<file path="config.mk">
export PLATFORM = sky130hd
export DESIGN_NAME = switch_reset_ctrl
export DESIGN_NICKNAME = d
export VERILOG_FILES = /design/src/switch_reset_pkg.sv /design/src/level_sync.sv /design/src/ordered_set_counter.sv /design/src/switch_reset_ctrl.sv
export SDC_FILE = /design/constraint.sdc
export NUM_CORES = 1
export LEC_CHECK = 0
export BUFFER_PORTS_ARGS = -buffer_cell sky130_fd_sc_hd__buf_2
export CAP_MARGIN = 30
export CORE_MARGIN = 5
export CORE_UTILIZATION = 53
export DETAILED_ROUTE_END_ITERATION = 12
export HOLD_SLACK_MARGIN = 0.05
export PLACE_DENSITY = 0.84
export SLEW_MARGIN = 0
export SYNTH_ARGS = -nofsm -noshare
export SYNTH_HDL_FRONTEND = slang
export SYNTH_SLANG_ARGS = --single-unit
</file>
<file path="constraint.sdc">
create_clock -name ref_clk_i -period 5.7 [get_ports ref_clk_i]
set_input_delay 1.14 -clock ref_clk_i [delete_from_list [all_inputs] [get_ports ref_clk_i]]
set_output_delay 1.14 -clock ref_clk_i [all_outputs]
set_load 0.02 [all_outputs]
</file>
<file path="src/switch_reset_pkg.sv">
// Purpose: shared constants for the switch reset propagation block
// Assumes: core clock of 50 MHz, one upstream port plus downstream ports
// Notes: times are kept in their own unit, cycle counts derive from them
`default_nettype none

package switch_reset_pkg;

	// core clock rate
	localparam int unsigned CLK_FREQ_KHZ = 50_000;

	// back-to-back training sets needed before a control bit is honoured
	localparam int unsigned OS_REPEAT_COUNT = 2;

	// length of an internally held hot reset, in microseconds
	localparam int unsigned HOT_RESET_HOLD_US = 2000;
	localparam int unsigned HOT_RESET_HOLD_CYCLES =
		(HOT_RESET_HOLD_US * CLK_FREQ_KHZ) / 1000;

	// default port count: downstream ports behind one upstream port
	localparam int unsigned DOWNSTREAM_PORTS = 11;

	// level of the synchronised board reset while the chip is in reset
	localparam logic BOARD_RESET_ASSERTED = 1'b0;

	// which in-band cause a detector watches
	typedef enum {
		CAUSE_HOT_RESET,
		CAUSE_LOOPBACK,
		CAUSE_DISABLE
	} os_cause_type;

endpackage

`default_nettype wire

</file>
<file path="src/level_sync.sv">
// Purpose: two flip-flop synchroniser for a level from outside the clock
// Assumes: the input changes slowly compared with the clock
// Notes: the first stage feeds only the second stage
`default_nettype none

module level_sync #(
	parameter logic RESET_VALUE = 1'b0
) (
	// clock and reset
	input wire logic ref_clk_i,
	input wire logic reset_i,
	// asynchronous level in, synchronised level out
	input wire logic async_i,
	output logic sync_o
);

	logic meta;

	// reset takes a constant; the caller picks the safe level
	always_ff @(posedge ref_clk_i) begin
		if (reset_i) begin
			meta <= RESET_VALUE;
			sync_o <= RESET_VALUE;
		end else begin
			meta <= async_i;
			sync_o <= meta;
		end
	end

endmodule

`default_nettype wire

</file>
<file path="src/ordered_set_counter.sv">
// Purpose: counts back-to-back training ordered sets carrying one control bit
// Assumes: one decoded ordered set per valid pulse, from core-clock logic
// Notes: sets outside the watched kinds (skip and the like) are ignored
`default_nettype none

module ordered_set_counter #(
	parameter int unsigned REPEAT = switch_reset_pkg::OS_REPEAT_COUNT
) (
	// clock and reset
	input wire logic ref_clk_i,
	input wire logic reset_i,
	// decoded ordered set
	input wire logic os_valid_i,
	input wire logic os_watched_i,
	input wire logic os_bit_set_i,
	// results
	output logic seen_o,
	output logic hit_o
);

	import switch_reset_pkg::*;

	localparam int unsigned CW = $clog2(REPEAT + 1);
	localparam logic [CW-1:0] TARGET = CW'(REPEAT);

	typedef struct packed {
		logic [CW-1:0] count;
		logic seen;
		logic hit;
	} cnt_state_type;

	cnt_state_type state;
	cnt_state_type next_state;

	generate
		if (REPEAT < 1) begin : g_bad_repeat
			$error("ordered_set_counter needs REPEAT of at least one");
		end
	endgenerate

	// count matching sets; any watched set lacking the bit starts over
	always_comb begin
		next_state = state;
		next_state.hit = 1'b0;
		if (os_valid_i && os_watched_i) begin
			if (!os_bit_set_i) begin
				next_state.count = '0;
				next_state.seen = 1'b0;
			end else if (state.count != TARGET) begin
				next_state.count = state.count + CW'(1);
				if (state.count + CW'(1) == TARGET) begin
					next_state.hit = 1'b1;
					next_state.seen = 1'b1;
				end
			end
		end
	end

	always_ff @(posedge ref_clk_i) begin
		if (reset_i) begin
			state <= '0;
		end else begin
			state <= next_state;
		end
	end

	assign seen_o = state.seen;
	assign hit_o = state.hit;

endmodule

`default_nettype wire

</file>
<file path="src/switch_reset_ctrl.sv">
// Purpose: decides which reset level hits which port, and what it clears
// Assumes: link and bridge-control inputs come from core-clock logic;
//   only the board reset pin is asynchronous
// Notes: all reset outputs are active high levels unless named as pulses
`default_nettype none

// Summary of operation
// - board reset release reinitialises everything, reloads, re-evaluates
// - two back-to-back hot-reset TS1 start hot reset
// - unexpected upstream DL_Down starts hot reset
// - link down in L2 is not propagated
// - hot reset clears ports, non-sticky registers, reloads if a memory is fitted; clocks run
// - hot reset keeps port config and sticky fields
// - hot reset reinitialises every port's credits and queues
// - hot reset propagates to transparent downstream ports
// - secondary bus reset bit resets that bridge's hierarchy
// - upstream bus reset: transparent downstream ports send hot reset
// - upstream bus reset defaults downstream registers only, no reload
// - upstream bus reset: downstream links down, upstream stays up
// - downstream bus reset: port resets, registers kept
// - downstream bus reset: drain, reinit credits, drop requests
module switch_reset_ctrl
	import switch_reset_pkg::*;
#(
	parameter int unsigned NUM_DS = DOWNSTREAM_PORTS,
	parameter int unsigned HOT_HOLD_CYCLES = HOT_RESET_HOLD_CYCLES
) (
	// clock and reset
	input wire logic ref_clk_i,
	input wire logic reset_i,
	// board pin
	input wire logic board_fundamental_reset_n_i,
	// upstream physical layer: decoded training ordered sets
	input wire logic us_os_valid_i,
	input wire logic us_os_ts1_i,
	input wire logic us_os_ts2_i,
	input wire logic us_os_hot_reset_i,
	input wire logic us_os_loopback_i,
	input wire logic us_os_disable_i,
	// upstream link state
	input wire logic us_dl_up_i,
	input wire logic us_link_l2_i,
	// bridge control secondary bus reset bits
	input wire logic us_sec_bus_reset_i,
	input wire logic [NUM_DS-1:0] ds_sec_bus_reset_i,
	// configuration
	input wire logic [NUM_DS-1:0] ds_transparent_i,
	input wire logic cfg_mem_present_i,
	// whole-chip resets
	output logic core_reset_o,
	output logic port_cfg_reset_o,
	output logic sticky_reset_o,
	output logic nonsticky_reset_o,
	output logic hardware_initialised_field_eval_o,
	output logic cfg_load_start_o,
	// upstream port
	output logic us_phy_loopback_o,
	output logic us_phy_disabled_o,
	output logic us_tl_dl_up_o,
	output logic us_credit_init_o,
	// downstream ports
	output logic [NUM_DS-1:0] ds_hot_reset_tx_o,
	output logic [NUM_DS-1:0] ds_link_down_o,
	output logic [NUM_DS-1:0] ds_drop_requests_o,
	output logic [NUM_DS-1:0] ds_reg_default_o,
	output logic [NUM_DS-1:0] ds_credit_init_o
);

	localparam int unsigned HW = $clog2(HOT_HOLD_CYCLES + 1);
	localparam logic [HW-1:0] HOLD_LAST = HW'(HOT_HOLD_CYCLES - 1);

	typedef struct packed {
		logic board_q;
		logic core_rst;
		logic cfg_rst;
		logic sticky_rst;
		logic nonsticky_rst;
		logic hardware_initialised_field_eval;
		logic load_start;
		logic hot_active;
		logic hot_prop;
		logic [HW-1:0] hot_cnt;
		logic dl_up_q;
		logic loopback;
		logic disabled;
		logic us_tl_up;
		logic us_cred;
		logic [NUM_DS-1:0] ds_hot_tx;
		logic [NUM_DS-1:0] ds_down;
		logic [NUM_DS-1:0] ds_drop;
		logic [NUM_DS-1:0] ds_regdef;
		logic [NUM_DS-1:0] ds_cred;
	} ctrl_state_type;

	ctrl_state_type state;
	ctrl_state_type next_state;

	logic board_n_sync;
	logic os_ts_any;
	logic hot_hit;
	logic loop_seen;
	logic loop_hit;
	logic dis_seen;
	logic dis_hit;

	// elaboration checks on the port count and hold time
	generate
		if (NUM_DS < 1) begin : g_bad_ports
			$error("switch_reset_ctrl needs at least one downstream port");
		end
		if (HOT_HOLD_CYCLES < 1) begin : g_bad_hold
			$error("switch_reset_ctrl needs a hot reset hold of one cycle");
		end
	endgenerate

	// the board pin is the only asynchronous input
	level_sync #(
		.RESET_VALUE(BOARD_RESET_ASSERTED)
	) u_board_sync (
		.ref_clk_i(ref_clk_i),
		.reset_i(reset_i),
		.async_i(board_fundamental_reset_n_i),
		.sync_o(board_n_sync)
	);

	assign os_ts_any = us_os_ts1_i | us_os_ts2_i;

	// hot reset counts TS1 only; TS2 sets leave that count alone
	ordered_set_counter #(
		.REPEAT(OS_REPEAT_COUNT)
	) u_hot_det (
		.ref_clk_i(ref_clk_i),
		.reset_i(reset_i),
		.os_valid_i(us_os_valid_i),
		.os_watched_i(us_os_ts1_i),
		.os_bit_set_i(us_os_hot_reset_i),
		.seen_o(),
		.hit_o(hot_hit)
	);

	// loopback and disable accept TS1 or TS2
	ordered_set_counter #(
		.REPEAT(OS_REPEAT_COUNT)
	) u_loop_det (
		.ref_clk_i(ref_clk_i),
		.reset_i(reset_i),
		.os_valid_i(us_os_valid_i),
		.os_watched_i(os_ts_any),
		.os_bit_set_i(us_os_loopback_i),
		.seen_o(loop_seen),
		.hit_o(loop_hit)
	);

	// a disable from upstream arrives as these sets
	ordered_set_counter #(
		.REPEAT(OS_REPEAT_COUNT)
	) u_dis_det (
		.ref_clk_i(ref_clk_i),
		.reset_i(reset_i),
		.os_valid_i(us_os_valid_i),
		.os_watched_i(os_ts_any),
		.os_bit_set_i(us_os_disable_i),
		.seen_o(dis_seen),
		.hit_o(dis_hit)
	);

	// next state: fundamental reset first, then hot reset, then bus resets
	always_comb begin
		logic dl_drop;
		logic hot_start;
		logic board_rise;
		logic [NUM_DS-1:0] sbr_mask;
		dl_drop = 1'b0;
		hot_start = 1'b0;
		board_rise = 1'b0;
		sbr_mask = '0;
		next_state = state;
		next_state.board_q = board_n_sync;
		next_state.hardware_initialised_field_eval = 1'b0;
		next_state.load_start = 1'b0;
		next_state.dl_up_q = us_dl_up_i;
		board_rise = board_n_sync && !state.board_q;
		// unexpected fall of the upstream data link
		dl_drop = state.dl_up_q && !us_dl_up_i && !state.core_rst;
		hot_start = hot_hit || dl_drop || loop_hit || dis_hit;

		if (board_n_sync == BOARD_RESET_ASSERTED) begin
			// everything held, including sticky fields and clock logic
			next_state = '1;
			next_state.board_q = board_n_sync;
			next_state.hardware_initialised_field_eval = 1'b0;
			next_state.load_start = 1'b0;
			next_state.hot_active = 1'b0;
			next_state.hot_prop = 1'b0;
			next_state.hot_cnt = '0;
			next_state.dl_up_q = 1'b0;
			next_state.loopback = 1'b0;
			next_state.disabled = 1'b0;
			next_state.us_tl_up = 1'b0;
			next_state.ds_hot_tx = '0;
		end else begin
			if (state.core_rst) begin
				// release: loader always runs, hardware-set fields re-read
				next_state.core_rst = 1'b0;
				next_state.cfg_rst = 1'b0;
				next_state.sticky_rst = 1'b0;
				next_state.hardware_initialised_field_eval = board_rise || state.core_rst;
				next_state.load_start = 1'b1;
			end

			// loopback and disabled track the upstream training sets
			next_state.loopback = loop_seen;
			next_state.disabled = dis_seen;

			// hot reset: restart the hold on every new cause
			if (hot_start && !state.core_rst) begin
				next_state.hot_active = 1'b1;
				next_state.hot_cnt = '0;
				// a link lost while in L2 stays inside the switch
				if (!(dl_drop && us_link_l2_i) || hot_hit) begin
					next_state.hot_prop = 1'b1;
				end else if (!state.hot_active) begin
					next_state.hot_prop = 1'b0;
				end
			end else if (state.hot_active) begin
				if (state.hot_cnt == HOLD_LAST) begin
					next_state.hot_active = 1'b0;
					next_state.hot_prop = 1'b0;
					// restart the loader only if a memory is fitted
					next_state.load_start = cfg_mem_present_i;
				end else begin
					next_state.hot_cnt = state.hot_cnt + HW'(1);
				end
			end

			// clock logic, port config and sticky fields are not touched
			next_state.nonsticky_rst = next_state.hot_active;
			next_state.us_cred = next_state.hot_active;
			next_state.us_tl_up = us_dl_up_i && !next_state.hot_active;

			// per-port bus reset: upstream bit covers every port
			sbr_mask = ds_sec_bus_reset_i;
			if (us_sec_bus_reset_i) begin
				sbr_mask = '1;
			end

			// the non-transparent link never carries a hot reset
			next_state.ds_hot_tx = ds_transparent_i &
				(sbr_mask | {NUM_DS{next_state.hot_prop}});
			next_state.ds_down = sbr_mask |
				{NUM_DS{next_state.hot_active}};
			// requests to a port with its link down are dropped
			next_state.ds_drop = next_state.ds_down;
			// only hot reset and the upstream bit default downstream registers
			next_state.ds_regdef = {NUM_DS{next_state.hot_active}} |
				{NUM_DS{us_sec_bus_reset_i}};
			next_state.ds_cred = next_state.ds_down;
		end
	end

	// one register holds the whole state
	always_ff @(posedge ref_clk_i) begin
		if (reset_i) begin
			state <= '1;
			state.board_q <= 1'b0;
			state.hardware_initialised_field_eval <= 1'b0;
			state.load_start <= 1'b0;
			state.hot_active <= 1'b0;
			state.hot_prop <= 1'b0;
			state.hot_cnt <= '0;
			state.dl_up_q <= 1'b0;
			state.loopback <= 1'b0;
			state.disabled <= 1'b0;
			state.us_tl_up <= 1'b0;
			state.ds_hot_tx <= '0;
		end else begin
			state <= next_state;
		end
	end

	// outputs straight from the state register
	assign core_reset_o = state.core_rst;
	assign port_cfg_reset_o = state.cfg_rst;
	assign sticky_reset_o = state.sticky_rst;
	assign nonsticky_reset_o = state.nonsticky_rst;
	assign hardware_initialised_field_eval_o = state.hardware_initialised_field_eval;
	assign cfg_load_start_o = state.load_start;
	assign us_phy_loopback_o = state.loopback;
	assign us_phy_disabled_o = state.disabled;
	assign us_tl_dl_up_o = state.us_tl_up;
	assign us_credit_init_o = state.us_cred;
	assign ds_hot_reset_tx_o = state.ds_hot_tx;
	assign ds_link_down_o = state.ds_down;
	assign ds_drop_requests_o = state.ds_drop;
	assign ds_reg_default_o = state.ds_regdef;
	assign ds_credit_init_o = state.ds_cred;

endmodule

`default_nettype wire

</file>
==> results.py, run 1 <==
metrics = {
    "die": {
        "die_y_microns": 82.9,
        "io_pins": 100,
        "initial_core_util_pct": 54.7,
        "die-area_sq_um": 6870,
        "die_w_microns": 82.9,
        "coreArea_sq_um": 5140,
        "rows": 26,
    },
    "status": {
        "status": "finished clean",
    },
    "logic_synthesis": {
        "ys.warnings.count": 0,
        "syn_inst": 308,
        "ys_top_cells_by_area": "dfxtp_1 46%, buf_4 15%, a21oi_1 4.4%, o211a_1 3.6%, or3_1 3.1%",
        "ys_seq_elements": 64,
        "syn_nets": 344,
        "ys_types": 43,
        "seq_area_frac_synth_pct": 45.5,
        "yosys.area.top_type_share_pct": 45.5,
        "yosys.area_share.simple_pct": 20.3,
        "synth-edff-count": 0,
        "synthXorXnorAreaFrac_pct": 0.934,
        "async_flop_share_pct": 0,
        "synth_top_area_cell": "dfxtp_1",
        "synth_compound_area_share_pct": 15.1,
        "synth_most_common_cell": "dfxtp_1",
        "synth_area_sq_um": 2810,
        "synth_top_family_by_area": "simple AND/OR/NAND/NOR gates",
        "avgSynthCellArea_sq_um": 9.14,
        "synthMuxAreaShare_pct": 0.356,
        "synth-adder-area-share_pct": 0.445,
        "synth_flop_cell": "dfxtp_1",
        "synth_commonest_cells": "64 x dfxtp_1, 57 x buf_4, 25 x a21oi_1",
    },
    "clock_tree": {
        "cts.clk_slew.worst_paths_ns": 0.07,
        "cts_buffers": 9,
        "ctsHoldBuffers": 0,
        "clkLatencyLatePin_ns": 0.34,
        "postCtsSetupBuffers": 0,
        "cts_tree": "built",
        "cts_max_path_buffers": 2,
        "ctsHtreeMaxLevel": 3,
        "cts.repair.resized": 0,
        "cts.sinks": 64,
        "clockRootBuffer": "clkbuf_8",
    },
    "drt": {
        "finalWirelength_mm": 6.24,
        "via_per_inst": 5.28,
        "dr.pass1.iters": 4,
        "ant_nets": 0,
        "drt-initial-drc-count": 116,
        "via_count": 2255,
        "drc": 0,
        "post_drt_wl_per_cell_microns": 14.6,
    },
    "sta": {
        "fmax_mhz": 311,
        "whs_ns": 0.459,
        "fin_crit_sh_pct": 56.4,
        "fin_setup_tns_ns": 0,
        "slew_headroom_pct": 32.4,
        "setup_viol": 0,
        "fin_skew_ns": 0.0106,
        "tightest_slew_ns": 1.00,
        "final_max_slew_viol_count": 0,
        "min_period_ns": 3.21,
        "rsz0062_at_grt": "no",
        "final-hold-violation-count": 0,
    },
    "power": {
        "combPwrFrac_pct": 5.2,
        "switching_share_pct": 21.7,
        "power_per_cell_area_nw_per_um2": 294,
        "power.leakage_nw": 1.33,
        "p_int_w": 0.000730,
        "ir_drop_mv": 0.199,
        "switchingPower_w": 0.000202,
        "p_seq_share_pct": 49.0,
        "p_clk_share_pct": 45.8,
        "p_total_w": 0.000932,
    },
    "finish": {
        "antenna_cells": 0,
        "fin_cells": 427,
        "num-fill-cells": 466,
        "area_growth_pct": 12.6,
        "layout-drive-gt1-share_pct": 34.5,
        "final_nets": 388,
        "final_util_pct": 61.6,
    },
    "setup_path": {
        "startpoint_type": "register",
        "reg2reg_slack_ns": 2.49,
        "worst_setup_path_end_kind": "register",
        "worstRegToRegCells": 4,
        "critPathRequiredTime_ns": 5.91,
        "criticalPathCategory": "register to register",
        "critPathArrivalTime_ns": 3.43,
        "worstPathMaxFanout": 20,
        "r2r_start": "state[66]",
        "worstReg2RegEnd": "ds_credit_init_o[4]",
    },
    "grt": {
        "antenna_found_initial": 0,
        "overflow": 0,
        "grt_max_degree": 21,
        "grt_pass1_wl_mm": 10.3,
        "grtUsageTotal_pct": 18.4,
        "grt_pass1_vias": 2183,
    },
    "worst_hold_path": {
        "min_to": "u_board_sync.sync_o",
        "whs_path_depth": 1,
        "hold_path_class": "register to register",
        "hp-start": "u_board_sync.meta",
    },
    "place": {
        "port_buffers": 99,
        "hpwl_mm": 4.63,
        "gp_congestion": 0.879,
        "place_inst": 411,
    },
    "flow_run": {
        "drv_cap": 0,
    },
}
## power groups by stage
| stage | Sequential [W] | Combinational (W) | Clock (W) |
|---|---|---|---|
| CTS | 0.000456 | 0.0000493 | 0.000434 |
| global route | 0.000457 | 0.0000536 | 0.000458 |
| floorplan | 0.000467 | 0.0000300 | 0 |
| finish | 0.000456 | 0.0000489 | 0.000426 |
| detailed placement | 0.000467 | 0.0000489 | 0 |
| global placement | 0.000466 | 0.0000484 | 0 |
## layer usage
| layer | up-vias | GRT usage (%) | routed length [microns] | part of all wire [%] |
|---|---|---|---|---|
| met5 | - | 0 | 0 | 0 |
| li1 | 1117 | - | - | - |
| met3 | 10 | 7.13 | 655 | 11 |
| met4 | 0 | 9.21 | 80 | 1.3 |
| met1 | 1027 | 20.0 | 2480 | 40 |
| met2 | 101 | 31.0 | 3020 | 48 |
## cells by family after synthesis
family,Yosys count
muxes,1
and+or+nand+nor,104
adders and majority gates,1
DFF,64
AOI/OAI and AO/OA,63
xor gates and xnor gates,3
buffers and inverters,72
## sequential cells by signal (all words and copies together), names as in the netlist, 2 cells and up
signal and flops:
u_hot_det.state 2, state 20, ds_hot_reset_tx_o 11, u_dis_det.state 2
ds_credit_init_o 11, u_loop_det.state 2
## worst max-delay path, stage by stage (launching register included)
cell     delay [ns]
dfxtp_1        0.37
or4b_4         0.58
o41ai_2        0.92
nand3_1        0.70
or3_1          0.52
## how the worst max path moves through the flow
stage               startpoint                  end  cells after the start
floorplan           us_dl_up_i            state[71]                      6
global placement     state[66]  ds_credit_init_o[9]                      4
detailed placement   state[66]  ds_credit_init_o[1]                      4
CTS                  state[66]  ds_credit_init_o[1]                      4
global route         state[60]  ds_credit_init_o[4]                      5
finish               state[66]  ds_credit_init_o[4]                      4
## metrics by stage
stage,setup slack (ns),instance area [sq um]
floorplan,3.27,2810
global placement,2.74,2950
detailed placement,2.53,2950
CTS,2.52,3170
global route,2.24,3170
finish,2.49,3170
## placed cells by master, fill, tap and decap left out, types with 4 or more instances in the layout
| cell type | n |
|---|---|
| a21oi_1 | 25 |
| and2_1 | 4 |
| and3_1 | 8 |
| buf_2 | 99 |
| clkbuf_8 | 10 |
| dfxtp_1 | 64 |
| nand2_1 | 18 |
| nand3_1 | 11 |
| nand4_1 | 5 |
| nor2_1 | 20 |
| nor2b_1 | 9 |
| o211a_1 | 10 |
| o21ai_0 | 6 |
| o21ai_1 | 5 |
| or3_1 | 14 |
## cell type report
type	instances	area, sq um	share of cell area, %
Clock buffer	11	141	4.46
Sequential cell	64	1280	40.4
Multi-Input combinational cell	172	1050	33.2
Inverter	4	15.0	0.474
Timing Repair Buffer	101	510	16.1
Tap cell	70	87.6	2.76
Clock inverter	5	80.1	2.53
(Power assumes the default switching activity.)
==> inputs of run 2 (changes only) <==
--- a/config.mk
+++ b/config.mk
@@ -8,10 +8,10 @@
 export BUFFER_PORTS_ARGS = -buffer_cell sky130_fd_sc_hd__buf_2
 export CAP_MARGIN = 30
 export CORE_MARGIN = 5
-export CORE_UTILIZATION = 53
+export CORE_UTILIZATION = 49
 export DETAILED_ROUTE_END_ITERATION = 12
 export HOLD_SLACK_MARGIN = 0.05
-export PLACE_DENSITY = 0.84
+export PLACE_DENSITY = 0.79
 export SLEW_MARGIN = 0
 export SYNTH_ARGS = -nofsm -noshare
 export SYNTH_HDL_FRONTEND = slang
==> constraint.sdc (replaced) <==
create_clock -name ref_clk_i -period 3.3 [get_ports ref_clk_i]
set_input_delay 0.66 -clock ref_clk_i [delete_from_list [all_inputs] [get_ports ref_clk_i]]
set_output_delay 0.66 -clock ref_clk_i [all_outputs]
set_load 0.02 [all_outputs]
==> run 2 against run 1 <==
- power grew 55%
- hold slack lost 0.016 ns
- via count shrank 1.3%
- core utilization shrank 5.2 points
- cell count grew 0.70%
- non-clock buffer count grew 1
- flip-flop and latch count is the same
- register-to-register slack lost 1.6 ns
==> results.py, run 2 (synthesis results as in run 1) <==
metrics = {
    "status": {
        "status": "finished clean",
    },
    "clock_tree": {
        "clkLatencyLatePin_ns": 0.34,
        "postCtsSetupBuffers": 0,
        "cts.repair.resized": 0,
        "cts.sinks": 64,
        "cts.clk_slew.worst_paths_ns": 0.07,
        "clockRootBuffer": "clkbuf_8",
        "cts_tree": "built",
        "ctsHoldBuffers": 0,
        "cts_max_path_buffers": 2,
        "ctsHtreeMaxLevel": 3,
        "cts_buffers": 9,
    },
    "die": {
        "die_y_microns": 85.8,
        "die_w_microns": 85.8,
        "io_pins": 100,
        "rows": 27,
        "die-area_sq_um": 7360,
        "coreArea_sq_um": 5540,
        "initial_core_util_pct": 50.8,
    },
    "sta": {
        "fin_skew_ns": 0.00661,
        "slew_headroom_pct": 58.1,
        "setup_viol": 0,
        "fin_ws_ns": 0.879,
        "final_max_slew_viol_count": 0,
        "fmax_mhz": 413,
        "final-hold-violation-count": 0,
        "tightest_slew_ns": 0.627,
        "rsz0062_at_grt": "no",
        "fin_setup_tns_ns": 0,
        "fin_crit_sh_pct": 73.4,
        "min_period_ns": 2.42,
    },
    "setup_path": {
        "reg2reg_slack_ns": 0.88,
        "critPathRequiredTime_ns": 3.52,
        "startpoint_type": "register",
        "worstPathMaxFanout": 20,
        "worst_setup_path_end_kind": "register",
        "criticalPathCategory": "register to register",
        "critPathArrivalTime_ns": 2.64,
    },
    "power": {
        "power_per_cell_area_nw_per_um2": 463,
        "ir_drop_mv": 0.406,
        "power.leakage_nw": 1.32,
    },
    "drt": {
        "drt-initial-drc-count": 155,
        "dr.pass1.iters": 4,
        "ant_nets": 0,
        "finalWirelength_mm": 5.89,
        "post_drt_wl_per_cell_microns": 13.7,
        "drc": 0,
        "via_per_inst": 5.18,
        "via_count": 2226,
    },
    "place": {
        "pre_cts_slack_ns": 0.893,
        "gp_congestion": 0.831,
        "hpwl_mm": 4.46,
        "port_buffers": 99,
        "place_area_sq_um": 2960,
        "place_inst": 414,
    },
    "grt": {
        "overflow": 0,
        "grt_pass1_vias": 2013,
        "grtUsageTotal_pct": 15.9,
        "grt_pass1_wl_mm": 9.18,
        "grt_max_degree": 21,
        "antenna_found_initial": 0,
    },
    "finish": {
        "layout-drive-gt1-share_pct": 34.9,
        "final_cell_mix": "99 x buf_2, 64 x dfxtp_1, 25 x a21oi_1",
        "final_nets": 389,
        "regMostFlops": "state",
        "fin_cells": 430,
        "antenna_cells": 0,
        "area_growth_pct": 11.2,
        "largest_register_ff_count": 20,
        "final_cell_area_sq_um": 3130,
        "layout_commonest_cell": "buf_2",
    },
    "worst_hold_path": {
        "hold_path_class": "register to register",
    },
    "flow_run": {
        "drv_cap": 0,
    },
}
==> run 2: worst max-delay path, stage by stage, from the launching register on <==
cell and delay [ns]:
dfxtp_1 0.36, or4b_4 0.58, o41ai_2 0.36, nand3_1 0.51, or3_1 0.49
==> run 2: worst paths after layout <==
path                                        start                  end  depth (start not counted)
worst max-delay path                    state[66]  ds_credit_init_o[8]                          4
worst min-delay path            u_board_sync.meta  u_board_sync.sync_o                          1
worst max register to register          state[66]  ds_credit_init_o[8]                          4
worst min register to register  u_board_sync.meta  u_board_sync.sync_o                          1
==> run 2: through the flow <==
stage	utilization (%)	hold slack [ns]	total power, W
floorplan	-	0.414	0.000859
global placement	53.4	0.416	0.000888
detailed placement	53.4	0.431	0.000889
CTS	56.5	0.448	0.00147
global route	56.5	0.460	0.00151
finish	56.5	0.443	0.00145
==> run 2: report_power, final <==
| group | total (W) | leakage [nW] | switching [W] | internal, W |
|---|---|---|---|---|
| logic | 0.0000831 | 0.714 | 0.0000500 | 0.0000331 |
| registers | 0.000788 | 0.518 | 0.00000592 | 0.000782 |
| clock network | 0.000576 | 0.0878 | 0.000290 | 0.000287 |
| total | 0.00145 | 1.32 | 0.000346 | 0.00110 |
==> run 2: cell type report <==
| cell class | instances | area (sq um) |
|---|---|---|
| sequential | 64 | 1280 |
| inverter | 4 | 15.0 |
| clock inverter | 6 | 35.0 |
| timing repair buffer | 102 | 518 |
| multi-input combinational | 172 | 1050 |
| clock buffer | 10 | 138 |
| tap | 72 | 90.1 |
| fill | 509 | 2410 |
==> run 2: layer usage <==
layer | wire length [microns] | vias to the layer above | global-route usage, %
li1 | - | 1111 | -
met5 | 0 | - | 0
met2 | 2760 | 102 | 26.8
met3 | 681 | 7 | 7.49
met1 | 2380 | 1006 | 18.0
met4 | 73 | 0 | 4.75
